==> config.mk <==
export PLATFORM = sky130hd
export DESIGN_NAME = sleep_clock_gating
export DESIGN_NICKNAME = d
export VERILOG_FILES = /design/src/logic/unit_clock_gate.v /design/src/logic/fault_irq_status.v /design/src/logic/sleep_clock_gating.v
export VERILOG_INCLUDE_DIRS = /design/src /design/src/logic
export SDC_FILE = /design/constraint.sdc
export NUM_CORES = 1
export LEC_CHECK = 0
export ABC_AREA = 1
export BUFFER_PORTS_ARGS = -buffer_cell sky130_fd_sc_hd__buf_4
export CORE_MARGIN = 5
export CORE_UTILIZATION = 44
export CTS_CLUSTER_SIZE = 20
export DETAILED_ROUTE_END_ITERATION = 12
export PLACE_DENSITY = 0.77
export SLEW_MARGIN = 20
export SYNTH_ARGS = -nofsm -noshare
export SYNTH_HDL_FRONTEND = slang
export SYNTH_SLANG_ARGS = --single-unit
export TNS_END_PERCENT = 30
==> constraint.sdc <==
create_clock -name i_clock -period 1.27 [get_ports i_clock]
set_clock_uncertainty 0.1 [all_clocks]
set_input_delay 0 -clock i_clock [delete_from_list [all_inputs] [get_ports i_clock]]
set_output_delay 0 -clock i_clock [all_outputs]
set_load 0.01 [all_outputs]
==> src/logic/sleep_gate_map.vh <==
`ifndef SLEEP_GATE_MAP_VH
`define SLEEP_GATE_MAP_VH

// register byte addresses on the 12-bit window
`define RUN_GATE_OFF 12'h100
`define SLEEP_GATE_OFF 12'h110
`define DEEP_GATE_OFF 12'h120
`define RUN_CLK_CFG_OFF 12'h140
`define IRQ_STATUS_OFF 12'h150
`define IRQ_ENABLE_OFF 12'h154
`define IRQ_CLEAR_OFF 12'h158

// gating register layout
`define GATE_RESET 32'h00000040
`define GATE_IMPL_MASK 32'h00100048
`define PWM_BIT 20
`define KEEPER_BIT 6
`define WDOG_BIT 3

// run clock configuration layout
`define SEL_BIT 0
`define CFG_RESET 1'b0

// unit indexes on the per-unit vectors
`define UNIT_WDOG 0
`define UNIT_KEEPER 1
`define UNIT_PWM 2
`define UNIT_COUNT 3

// bus responses
`define RESP_OKAY 2'b00
`define RESP_SLVERR 2'b10

`endif

==> src/logic/unit_clock_gate.v <==
`timescale 1ns/1ps
// glitch-free gate: enable is retimed on the falling edge so it can
// only change while the clock is low
module unit_clock_gate (
    // clock and reset
    input wire i_clock,
    input wire i_nrst,
    // gate control
    input wire i_enable,
    // gated clock
    output wire o_clock
);

reg enable_fall_reg;

// falling-edge retime keeps the high phase whole
always @(negedge i_clock or negedge i_nrst) begin
    if (!i_nrst) begin
        enable_fall_reg <= 1'b0;
    end else begin
        enable_fall_reg <= i_enable;
    end
end

assign o_clock = i_clock & enable_fall_reg;

endmodule // unit_clock_gate

==> src/logic/fault_irq_status.v <==
`timescale 1ns/1ps
// sticky event bits, write-one-to-clear, enable mask, level interrupt
module fault_irq_status #(
    parameter WIDTH = 3
) (
    // clock and reset
    input wire i_clock,
    input wire i_nrst,
    // events and software control
    input wire [WIDTH-1:0] i_set,
    input wire [WIDTH-1:0] i_clear,
    input wire [WIDTH-1:0] i_enable,
    // state
    output reg [WIDTH-1:0] o_status,
    output wire o_irq
);

// a set in the same cycle as its clear wins, so no event is lost
always @(posedge i_clock or negedge i_nrst) begin
    if (!i_nrst) begin
        o_status <= {WIDTH{1'b0}};
    end else begin
        o_status <= (o_status & ~i_clear) | i_set;
    end
end

assign o_irq = |(o_status & i_enable);

endmodule // fault_irq_status

==> src/logic/sleep_clock_gating.v <==
`timescale 1ns/1ps
`include "sleep_gate_map.vh"

// Behaviour
// - set bit clocks unit, clear bit stops it
// - access to unclocked unit answers bus fault
// - gating bits reset clear except bit 6, set in all three gating registers
// - sleep register resets 0x40, bits read-write
// - run, sleep, deep-sleep registers per mode
// - sleep registers only apply with select set
// - bit 3 gates watchdog, faults when clear
// - reserved bits read zero, ignore writes
// - bit 6 gates low-power keeper unit
module sleep_clock_gating (
    // clock and reset
    input wire i_clock,
    input wire i_nrst,
    // axi4-lite write address
    input wire [11:0] i_awaddr,
    input wire i_awvalid,
    output wire o_awready,
    // axi4-lite write data
    input wire [31:0] i_wdata,
    input wire [3:0] i_wstrb,
    input wire i_wvalid,
    output wire o_wready,
    // axi4-lite write response
    output wire [1:0] o_bresp,
    output wire o_bvalid,
    input wire i_bready,
    // axi4-lite read address
    input wire [11:0] i_araddr,
    input wire i_arvalid,
    output wire o_arready,
    // axi4-lite read data
    output wire [31:0] o_rdata,
    output wire [1:0] o_rresp,
    output wire o_rvalid,
    input wire i_rready,
    // power mode from the system controller
    input wire i_sleep,
    input wire i_deep_sleep,
    // unit side: access strobes, faults, clocks
    input wire [2:0] i_unit_access,
    output wire [2:0] o_unit_fault,
    output wire [2:0] o_unit_enable,
    output wire [2:0] o_unit_clock,
    // interrupt
    output wire o_irq
);

// write channel state
reg aw_full_reg;
reg [11:0] aw_addr_reg;
reg w_full_reg;
reg [31:0] w_data_reg;
reg [3:0] w_strb_reg;
reg bvalid_reg;
reg [1:0] bresp_reg;
// read channel state
reg rvalid_reg;
reg [1:0] rresp_reg;
reg [31:0] rdata_reg;
// registers
reg [31:0] run_gate_reg0;
reg [31:0] sleep_gate_reg0;
reg [31:0] deep_sleep_gate_reg0;
reg sleep_gating_select_reg;
reg [2:0] irq_enable_reg;
reg [2:0] irq_clear_reg;
// effective gating
reg [31:0] active_gate_next;
reg [2:0] unit_enable_reg;
reg [2:0] unit_fault_reg;
wire [2:0] unit_bits;
wire [2:0] irq_status;
// read decode
reg [31:0] read_next;
reg read_hit;
// write decode
wire do_write;
wire [31:0] write_merged;
reg write_hit;

// byte-lane merge of the bus data into an old register value
function [31:0] merge_bytes;
    input [31:0] old_value;
    input [31:0] new_value;
    input [3:0] strb;
    integer k;
    begin
        merge_bytes = old_value;
        for (k = 0; k < 4; k = k + 1) begin
            if (strb[k]) begin
                merge_bytes[k*8 +: 8] = new_value[k*8 +: 8];
            end
        end
    end
endfunction

// one write at a time: channels close until the response is taken
assign o_awready = !aw_full_reg && !bvalid_reg;
assign o_wready = !w_full_reg && !bvalid_reg;
assign do_write = aw_full_reg && w_full_reg && !bvalid_reg;
assign o_bvalid = bvalid_reg;
assign o_bresp = bresp_reg;

// address and data are caught separately, in either order
always @(posedge i_clock or negedge i_nrst) begin
    if (!i_nrst) begin
        aw_full_reg <= 1'b0;
        aw_addr_reg <= 12'h000;
        w_full_reg <= 1'b0;
        w_data_reg <= 32'h00000000;
        w_strb_reg <= 4'h0;
    end else begin
        if (i_awvalid && o_awready) begin
            aw_full_reg <= 1'b1;
            aw_addr_reg <= i_awaddr;
        end else if (do_write) begin
            aw_full_reg <= 1'b0;
        end
        if (i_wvalid && o_wready) begin
            w_full_reg <= 1'b1;
            w_data_reg <= i_wdata;
            w_strb_reg <= i_wstrb;
        end else if (do_write) begin
            w_full_reg <= 1'b0;
        end
    end
end

assign write_merged = merge_bytes(32'h00000000, w_data_reg, w_strb_reg);

// write address decode; the clear register is write-only but mapped
always @* begin
    case (aw_addr_reg)
        `RUN_GATE_OFF: write_hit = 1'b1;
        `SLEEP_GATE_OFF: write_hit = 1'b1;
        `DEEP_GATE_OFF: write_hit = 1'b1;
        `RUN_CLK_CFG_OFF: write_hit = 1'b1;
        `IRQ_STATUS_OFF: write_hit = 1'b1;
        `IRQ_ENABLE_OFF: write_hit = 1'b1;
        `IRQ_CLEAR_OFF: write_hit = 1'b1;
        default: write_hit = 1'b0;
    endcase
end

// write response; unmapped addresses answer slverr
always @(posedge i_clock or negedge i_nrst) begin
    if (!i_nrst) begin
        bvalid_reg <= 1'b0;
        bresp_reg <= `RESP_OKAY;
    end else if (do_write) begin
        bvalid_reg <= 1'b1;
        bresp_reg <= write_hit ? `RESP_OKAY : `RESP_SLVERR;
    end else if (i_bready) begin
        bvalid_reg <= 1'b0;
    end
end

// register updates; only implemented bits take the write
always @(posedge i_clock or negedge i_nrst) begin
    if (!i_nrst) begin
        run_gate_reg0 <= `GATE_RESET;
        sleep_gate_reg0 <= `GATE_RESET;
        deep_sleep_gate_reg0 <= `GATE_RESET;
        sleep_gating_select_reg <= `CFG_RESET;
        irq_enable_reg <= 3'h0;
        irq_clear_reg <= 3'h0;
    end else begin
        irq_clear_reg <= 3'h0;
        if (do_write) begin
            case (aw_addr_reg)
                `RUN_GATE_OFF: begin
                    run_gate_reg0 <= merge_bytes(run_gate_reg0,
                        w_data_reg, w_strb_reg) & `GATE_IMPL_MASK;
                end
                `SLEEP_GATE_OFF: begin
                    // read-write gating bits
                    sleep_gate_reg0 <= merge_bytes(sleep_gate_reg0,
                        w_data_reg, w_strb_reg) & `GATE_IMPL_MASK;
                end
                `DEEP_GATE_OFF: begin
                    deep_sleep_gate_reg0 <= merge_bytes(
                        deep_sleep_gate_reg0, w_data_reg, w_strb_reg)
                        & `GATE_IMPL_MASK;
                end
                `RUN_CLK_CFG_OFF: begin
                    if (w_strb_reg[0]) begin
                        sleep_gating_select_reg <=
                            w_data_reg[`SEL_BIT];
                    end
                end
                `IRQ_ENABLE_OFF: begin
                    if (w_strb_reg[0]) begin
                        irq_enable_reg <= w_data_reg[2:0];
                    end
                end
                `IRQ_CLEAR_OFF: begin
                    // one-cycle pulse into the sticky bits
                    irq_clear_reg <= write_merged[2:0];
                end
                default: begin
                end
            endcase
        end
    end
end

// read mux; reserved bits are zero because they are never stored
always @* begin
    read_next = 32'h00000000;
    read_hit = 1'b1;
    case (i_araddr)
        `RUN_GATE_OFF: read_next = run_gate_reg0;
        `SLEEP_GATE_OFF: read_next = sleep_gate_reg0;
        `DEEP_GATE_OFF: read_next = deep_sleep_gate_reg0;
        `RUN_CLK_CFG_OFF: read_next[`SEL_BIT] = sleep_gating_select_reg;
        `IRQ_STATUS_OFF: read_next[2:0] = irq_status;
        `IRQ_ENABLE_OFF: read_next[2:0] = irq_enable_reg;
        `IRQ_CLEAR_OFF: read_next = 32'h00000000;
        default: read_hit = 1'b0;
    endcase
end

// one read at a time; data answers the edge after the address
assign o_arready = !rvalid_reg;
assign o_rvalid = rvalid_reg;
assign o_rresp = rresp_reg;
assign o_rdata = rdata_reg;

always @(posedge i_clock or negedge i_nrst) begin
    if (!i_nrst) begin
        rvalid_reg <= 1'b0;
        rresp_reg <= `RESP_OKAY;
        rdata_reg <= 32'h00000000;
    end else if (i_arvalid && o_arready) begin
        rvalid_reg <= 1'b1;
        rresp_reg <= read_hit ? `RESP_OKAY : `RESP_SLVERR;
        rdata_reg <= read_next;
    end else if (i_rready) begin
        rvalid_reg <= 1'b0;
    end
end

// mode select: the sleep registers need the select bit, else the
// run register keeps governing through sleep
always @* begin
    if (i_deep_sleep && sleep_gating_select_reg) begin
        active_gate_next = deep_sleep_gate_reg0;
    end else if (i_sleep && sleep_gating_select_reg) begin
        active_gate_next = sleep_gate_reg0;
    end else begin
        active_gate_next = run_gate_reg0;
    end
end

// pick the three unit bits out of the selected register
assign unit_bits[`UNIT_WDOG] = active_gate_next[`WDOG_BIT];
assign unit_bits[`UNIT_KEEPER] = active_gate_next[`KEEPER_BIT];
assign unit_bits[`UNIT_PWM] = active_gate_next[`PWM_BIT];

// registered so the gate sees a clean level from a flip-flop
always @(posedge i_clock or negedge i_nrst) begin
    if (!i_nrst) begin
        unit_enable_reg <= 3'h0;
    end else begin
        unit_enable_reg <= unit_bits;
    end
end

assign o_unit_enable = unit_enable_reg;

// an access to a stopped unit gets a fault instead of completing
always @(posedge i_clock or negedge i_nrst) begin
    if (!i_nrst) begin
        unit_fault_reg <= 3'h0;
    end else begin
        unit_fault_reg <= i_unit_access & ~unit_enable_reg;
    end
end

assign o_unit_fault = unit_fault_reg;

// one glitch-free clock gate per unit
genvar g;
generate
    for (g = 0; g < `UNIT_COUNT; g = g + 1) begin : gate_gen
        unit_clock_gate gate_cell (
            .i_clock(i_clock),
            .i_nrst(i_nrst),
            .i_enable(unit_enable_reg[g]),
            .o_clock(o_unit_clock[g])
        );
    end
endgenerate

// each fault is also a sticky event for software
fault_irq_status #(
    .WIDTH(`UNIT_COUNT)
) irq_block (
    .i_clock(i_clock),
    .i_nrst(i_nrst),
    .i_set(unit_fault_reg),
    .i_clear(irq_clear_reg),
    .i_enable(irq_enable_reg),
    .o_status(irq_status),
    .o_irq(o_irq)
);

endmodule // sleep_clock_gating

==> results.env <==
FILLERS=522
HOLDCRITPATHCLASS='in -> reg'
COMB_POWER_SHARE=0.365
ROUTE.DETAILED.VIAS_PER_INST=4.68
FINAL.HOLD.WORST_SLACK_PS=-32.1
HOLDPATHSTAGES=7
SYN_AREA_PER_CELL_SQ_UM=8.31
SLACK_OF_THE_WORST_REG_TO_REG_PATH_PS=-260
REGTOREGSTARTPOINT='o_bvalid'
SLEW_VIOLS_FINAL=0
TIMING.FINAL.WS_SETUP_PS=-481
TRITONCTS='done'
SYNTH-SEQ-AREA-SHARE=0.496
DIE_WIDTH_UM=93.0
ANTENNA_CELLS=0
LAYOUT-AREA-OVERHEAD-VS-SYNTH_PCT=53.6
VIOLATIONS_IN_THE_FINAL_REPORTS='hold timing, setup timing'
ROUTED_WIRELENGTH_MM=8.05
AVGROUTEDWIREPERCELL_UM=13.4
PWR_PER_CELL_AREA_nW_PER_UM2=1540
CHIPHEIGHT_UM=93.0
WORST_SKEW_PAIR.LATE_LATENCY_PS=450
FLOORPLAN.IO_PINS=123
CRITICAL_PATH.ENDPOINT_TYPE='output pin'
FINALHOLDVIOLATIONS=1
WORST_SETUP_PATH_START_KIND='flip-flop'
INITIAL_DETAILED_ROUTING_VIOLATION_COUNT=125
DETAILEDPLACEMENTHPWL_MM=5.10
HOLD_PATH_STARTPOINT='i_araddr[2]'
P_SW_mW=2.44
CRIT_REQUIRED_PS=1170
TIMING.SETUP.CRITICAL_PATH_CLASS='reg -> out'
SYNTH.TOP_CELLS.BY_AREA='dfrtp_1 45%, nand2_1 10%, buf_4 8.4%, nor2_1 6.6%, inv_1 5.2%'
FINAL-SETUP-VIOL-COUNT=43
FINAL_LAYOUT_SIZE_SUFFIX_GT1_FRAC=0.367
POWER.IR.VDD_WORST_V=0.00139
SYNTH_CELL_TYPE_COUNT=29
OUTCOME='finished, violations left'
R2R_END='deep_sleep_gate_reg0[3]'
CLK_TRANSITION_REPORTED_PATHS_PS=70
FINAL_ROUTED_DRC_VIOLATION_TOTAL=0
DRT_PASS1_ITERATIONS=4
GRT.OVERFLOW.TOTAL=0
FP.COREAREA_SQ_UM=6760
POST-SYNTH-TOP-AREA-FRACTION=0.446
ANT_NETS=0
DR_TOTAL_VIAS=2808
REG2REG_DEPTH=8
SYNTHESIS.AREA_SQ_UM=3030
FINAL_NETS=586
SYN-INSTANCE-COUNT=365
PLACE.GP.CONGESTION=0.890
FLOORPLAN.INITIALDENSITY=0.449
INSTANCES_NO_FILL=600
POWER.CLOCK.FRACTION=0.277
POWER_FRAC_SEQ=0.358
DIE-AREA_SQ_UM=8650
FIRST_GLOBAL_VIAS=2829
WORSTHOLDENDPOINT='o_rresp[1]'
POST-SYNTH-TOP-AREA-CELL='dfrtp_1'
WORSTPATHMAXFANOUT=1
FIRST_PASS_GRT_WIRE_LENGTH_MM=12.4
SWSHARE=0.340
GRT_ANTENNA_BEFORE_REPAIR=0
LEAKAGE_nW=2.40
POSTPLACECELLAREA_SQ_UM=3650
PLACEDCELLCOUNT=525
GRT_MAX_DEGREE=49
MAX-CAP-VIOLATIONS=0
PORT_BUFFERS=66
RSZ0062_AT_GRT='yes'
FINAL_CELL_AREA_SQ_UM=4660
GRT_UTIL_ALL_LAYERS=0.188
CRIT_ARRIVAL_PS=1650
YOSYS_REGISTER_BITS=60
SYNTH.YOSYS.WARNINGS=0
LARGEST_REGISTER_FF_COUNT=12
CORE.ROWCOUNT=30
POWER.INTERNAL_mW=4.74
FINISH.UTILIZATION=0.690
## layout make-up
| class | instances | area, sq um | share of cell area |
|---|---|---|---|
| well taps | 80 | 100 | 0.0215 |
| clock buffers | 22 | 267 | 0.0572 |
| inverters | 41 | 159 | 0.0341 |
| clock inverters | 5 | 21.3 | 0.00456 |
| flip-flops and latches | 60 | 1510 | 0.324 |
| multi-input cells | 250 | 1380 | 0.297 |
| repair buffers | 142 | 1220 | 0.262 |
## placed cells by master (no fill, tap or decap), types with 4 or more instances in the layout
master,Yosys,layout
conb_1,1,28
dfrtp_1,54,52
nor2_1,53,35
buf_6,2,13
nand3_2,0,4
inv_2,2,6
dlygate4sd3_1,0,42
a21oi_1,13,12
mux2_2,7,7
clkbuf_8,0,16
nand3_1,26,20
nand2_4,0,4
buf_4,34,89
o21ai_1,4,13
o21ai_0,17,6
nand2_2,1,9
nand2_1,82,70
nor2_2,2,11
nor2_4,0,9
inv_1,42,36
## synthesized netlist by cell type
cell type and n:
nand2_1 82, dfrtp_1 54, nor2_1 53, inv_1 42
buf_4 34, nand3_1 26, o21ai_0 17, a21oi_1 13
mux2_2 7, o21ai_1 4, a31oi_1 3, dfrtn_1 3
dfstp_2 3, o21bai_1 3, buf_2 2, buf_6 2
inv_2 2, nand4_1 2, nor2_2 2, nor2_8 2
conb_1 1, nand2_2 1, nand3_4 1, nand3b_1 1
nor3_1 1, nor3_4 1, o2111ai_1 1, o221ai_1 1
or2_4 1
## cell families (layout without fill, tap and decap cells)
group,count (synthesis),count (layout),share of synthesized area
AOI/OAI and AO/OA,42,42,0.0755
buffers and inverters,82,210,0.149
DFF,60,60,0.496
muxes,7,7,0.0260
other,1,28,0.00124
and+or+nand+nor,173,173,0.252
## critical path, stage by stage, from the launching register on
cell,delay (ps)
dfrtn_1,380
nand2_1,40
inv_1,60
buf_6,90
## worst max path at each step
stage,from,end,slack [ps]
3_5_place_dp,aw_addr_reg[11],irq_enable_reg[1],-150
4_1_cts,gate_gen[1].gate_cell.enable_fall_reg,o_unit_clock[1],-500
3_3_place_gp,aw_addr_reg[11],irq_enable_reg[0],-80
6_report,gate_gen[1].gate_cell.enable_fall_reg,o_unit_clock[1],-480
2_1_floorplan,aw_addr_reg[11],irq_enable_reg[0],-30
5_1_grt,gate_gen[1].gate_cell.enable_fall_reg,o_unit_clock[1],-560
## what timing repair did
| item | in CTS | in global routing |
|---|---|---|
| resized for setup | 35 | 51 |
| endpoints found under the hold margin | 97 | 0 |
| endpoints found under the setup margin | 46 | 49 |
| hold buffers | 42 | 0 |
| buffers inserted | 2 | 10 |
| pin swaps | 7 | 19 |
## power groups by stage
stage / Sequential [mW] / Clock [mW] / Combinational [mW]
finish: 2.57 / 1.99 / 2.62
detailed placement: 2.58 / 0.00167 / 1.81
floorplan: 2.56 / 0.00167 / 1.07
global route: 2.62 / 2.11 / 2.86
global placement: 2.56 / 0.00167 / 1.76
CTS: 2.56 / 2.03 / 2.13
## stage by stage
step	worst slack [ps]	total power, mW	hold slack, ps	setup TNS (ps)
global placement	-78.3	4.33	-228	-1350
CTS	-500	6.72	0.364	-2830
finish	-481	7.18	-32.1	-4940
floorplan	-29.1	3.62	-396	-150
detailed placement	-148	4.39	-225	-2370
global route	-562	7.58	49.2	-7870
## routing by layer
| metal | global-route usage | wire [um] | vias to the layer above |
|---|---|---|---|
| li1 | - | - | 1385 |
| met5 | 0 | 0 | - |
| met3 | 0.0780 | 570 | 17 |
| met4 | 0.0891 | 184 | 0 |
| met1 | 0.201 | 3160 | 1307 |
| met2 | 0.320 | 4130 | 99 |
Power figures use the tool's default switching activity.
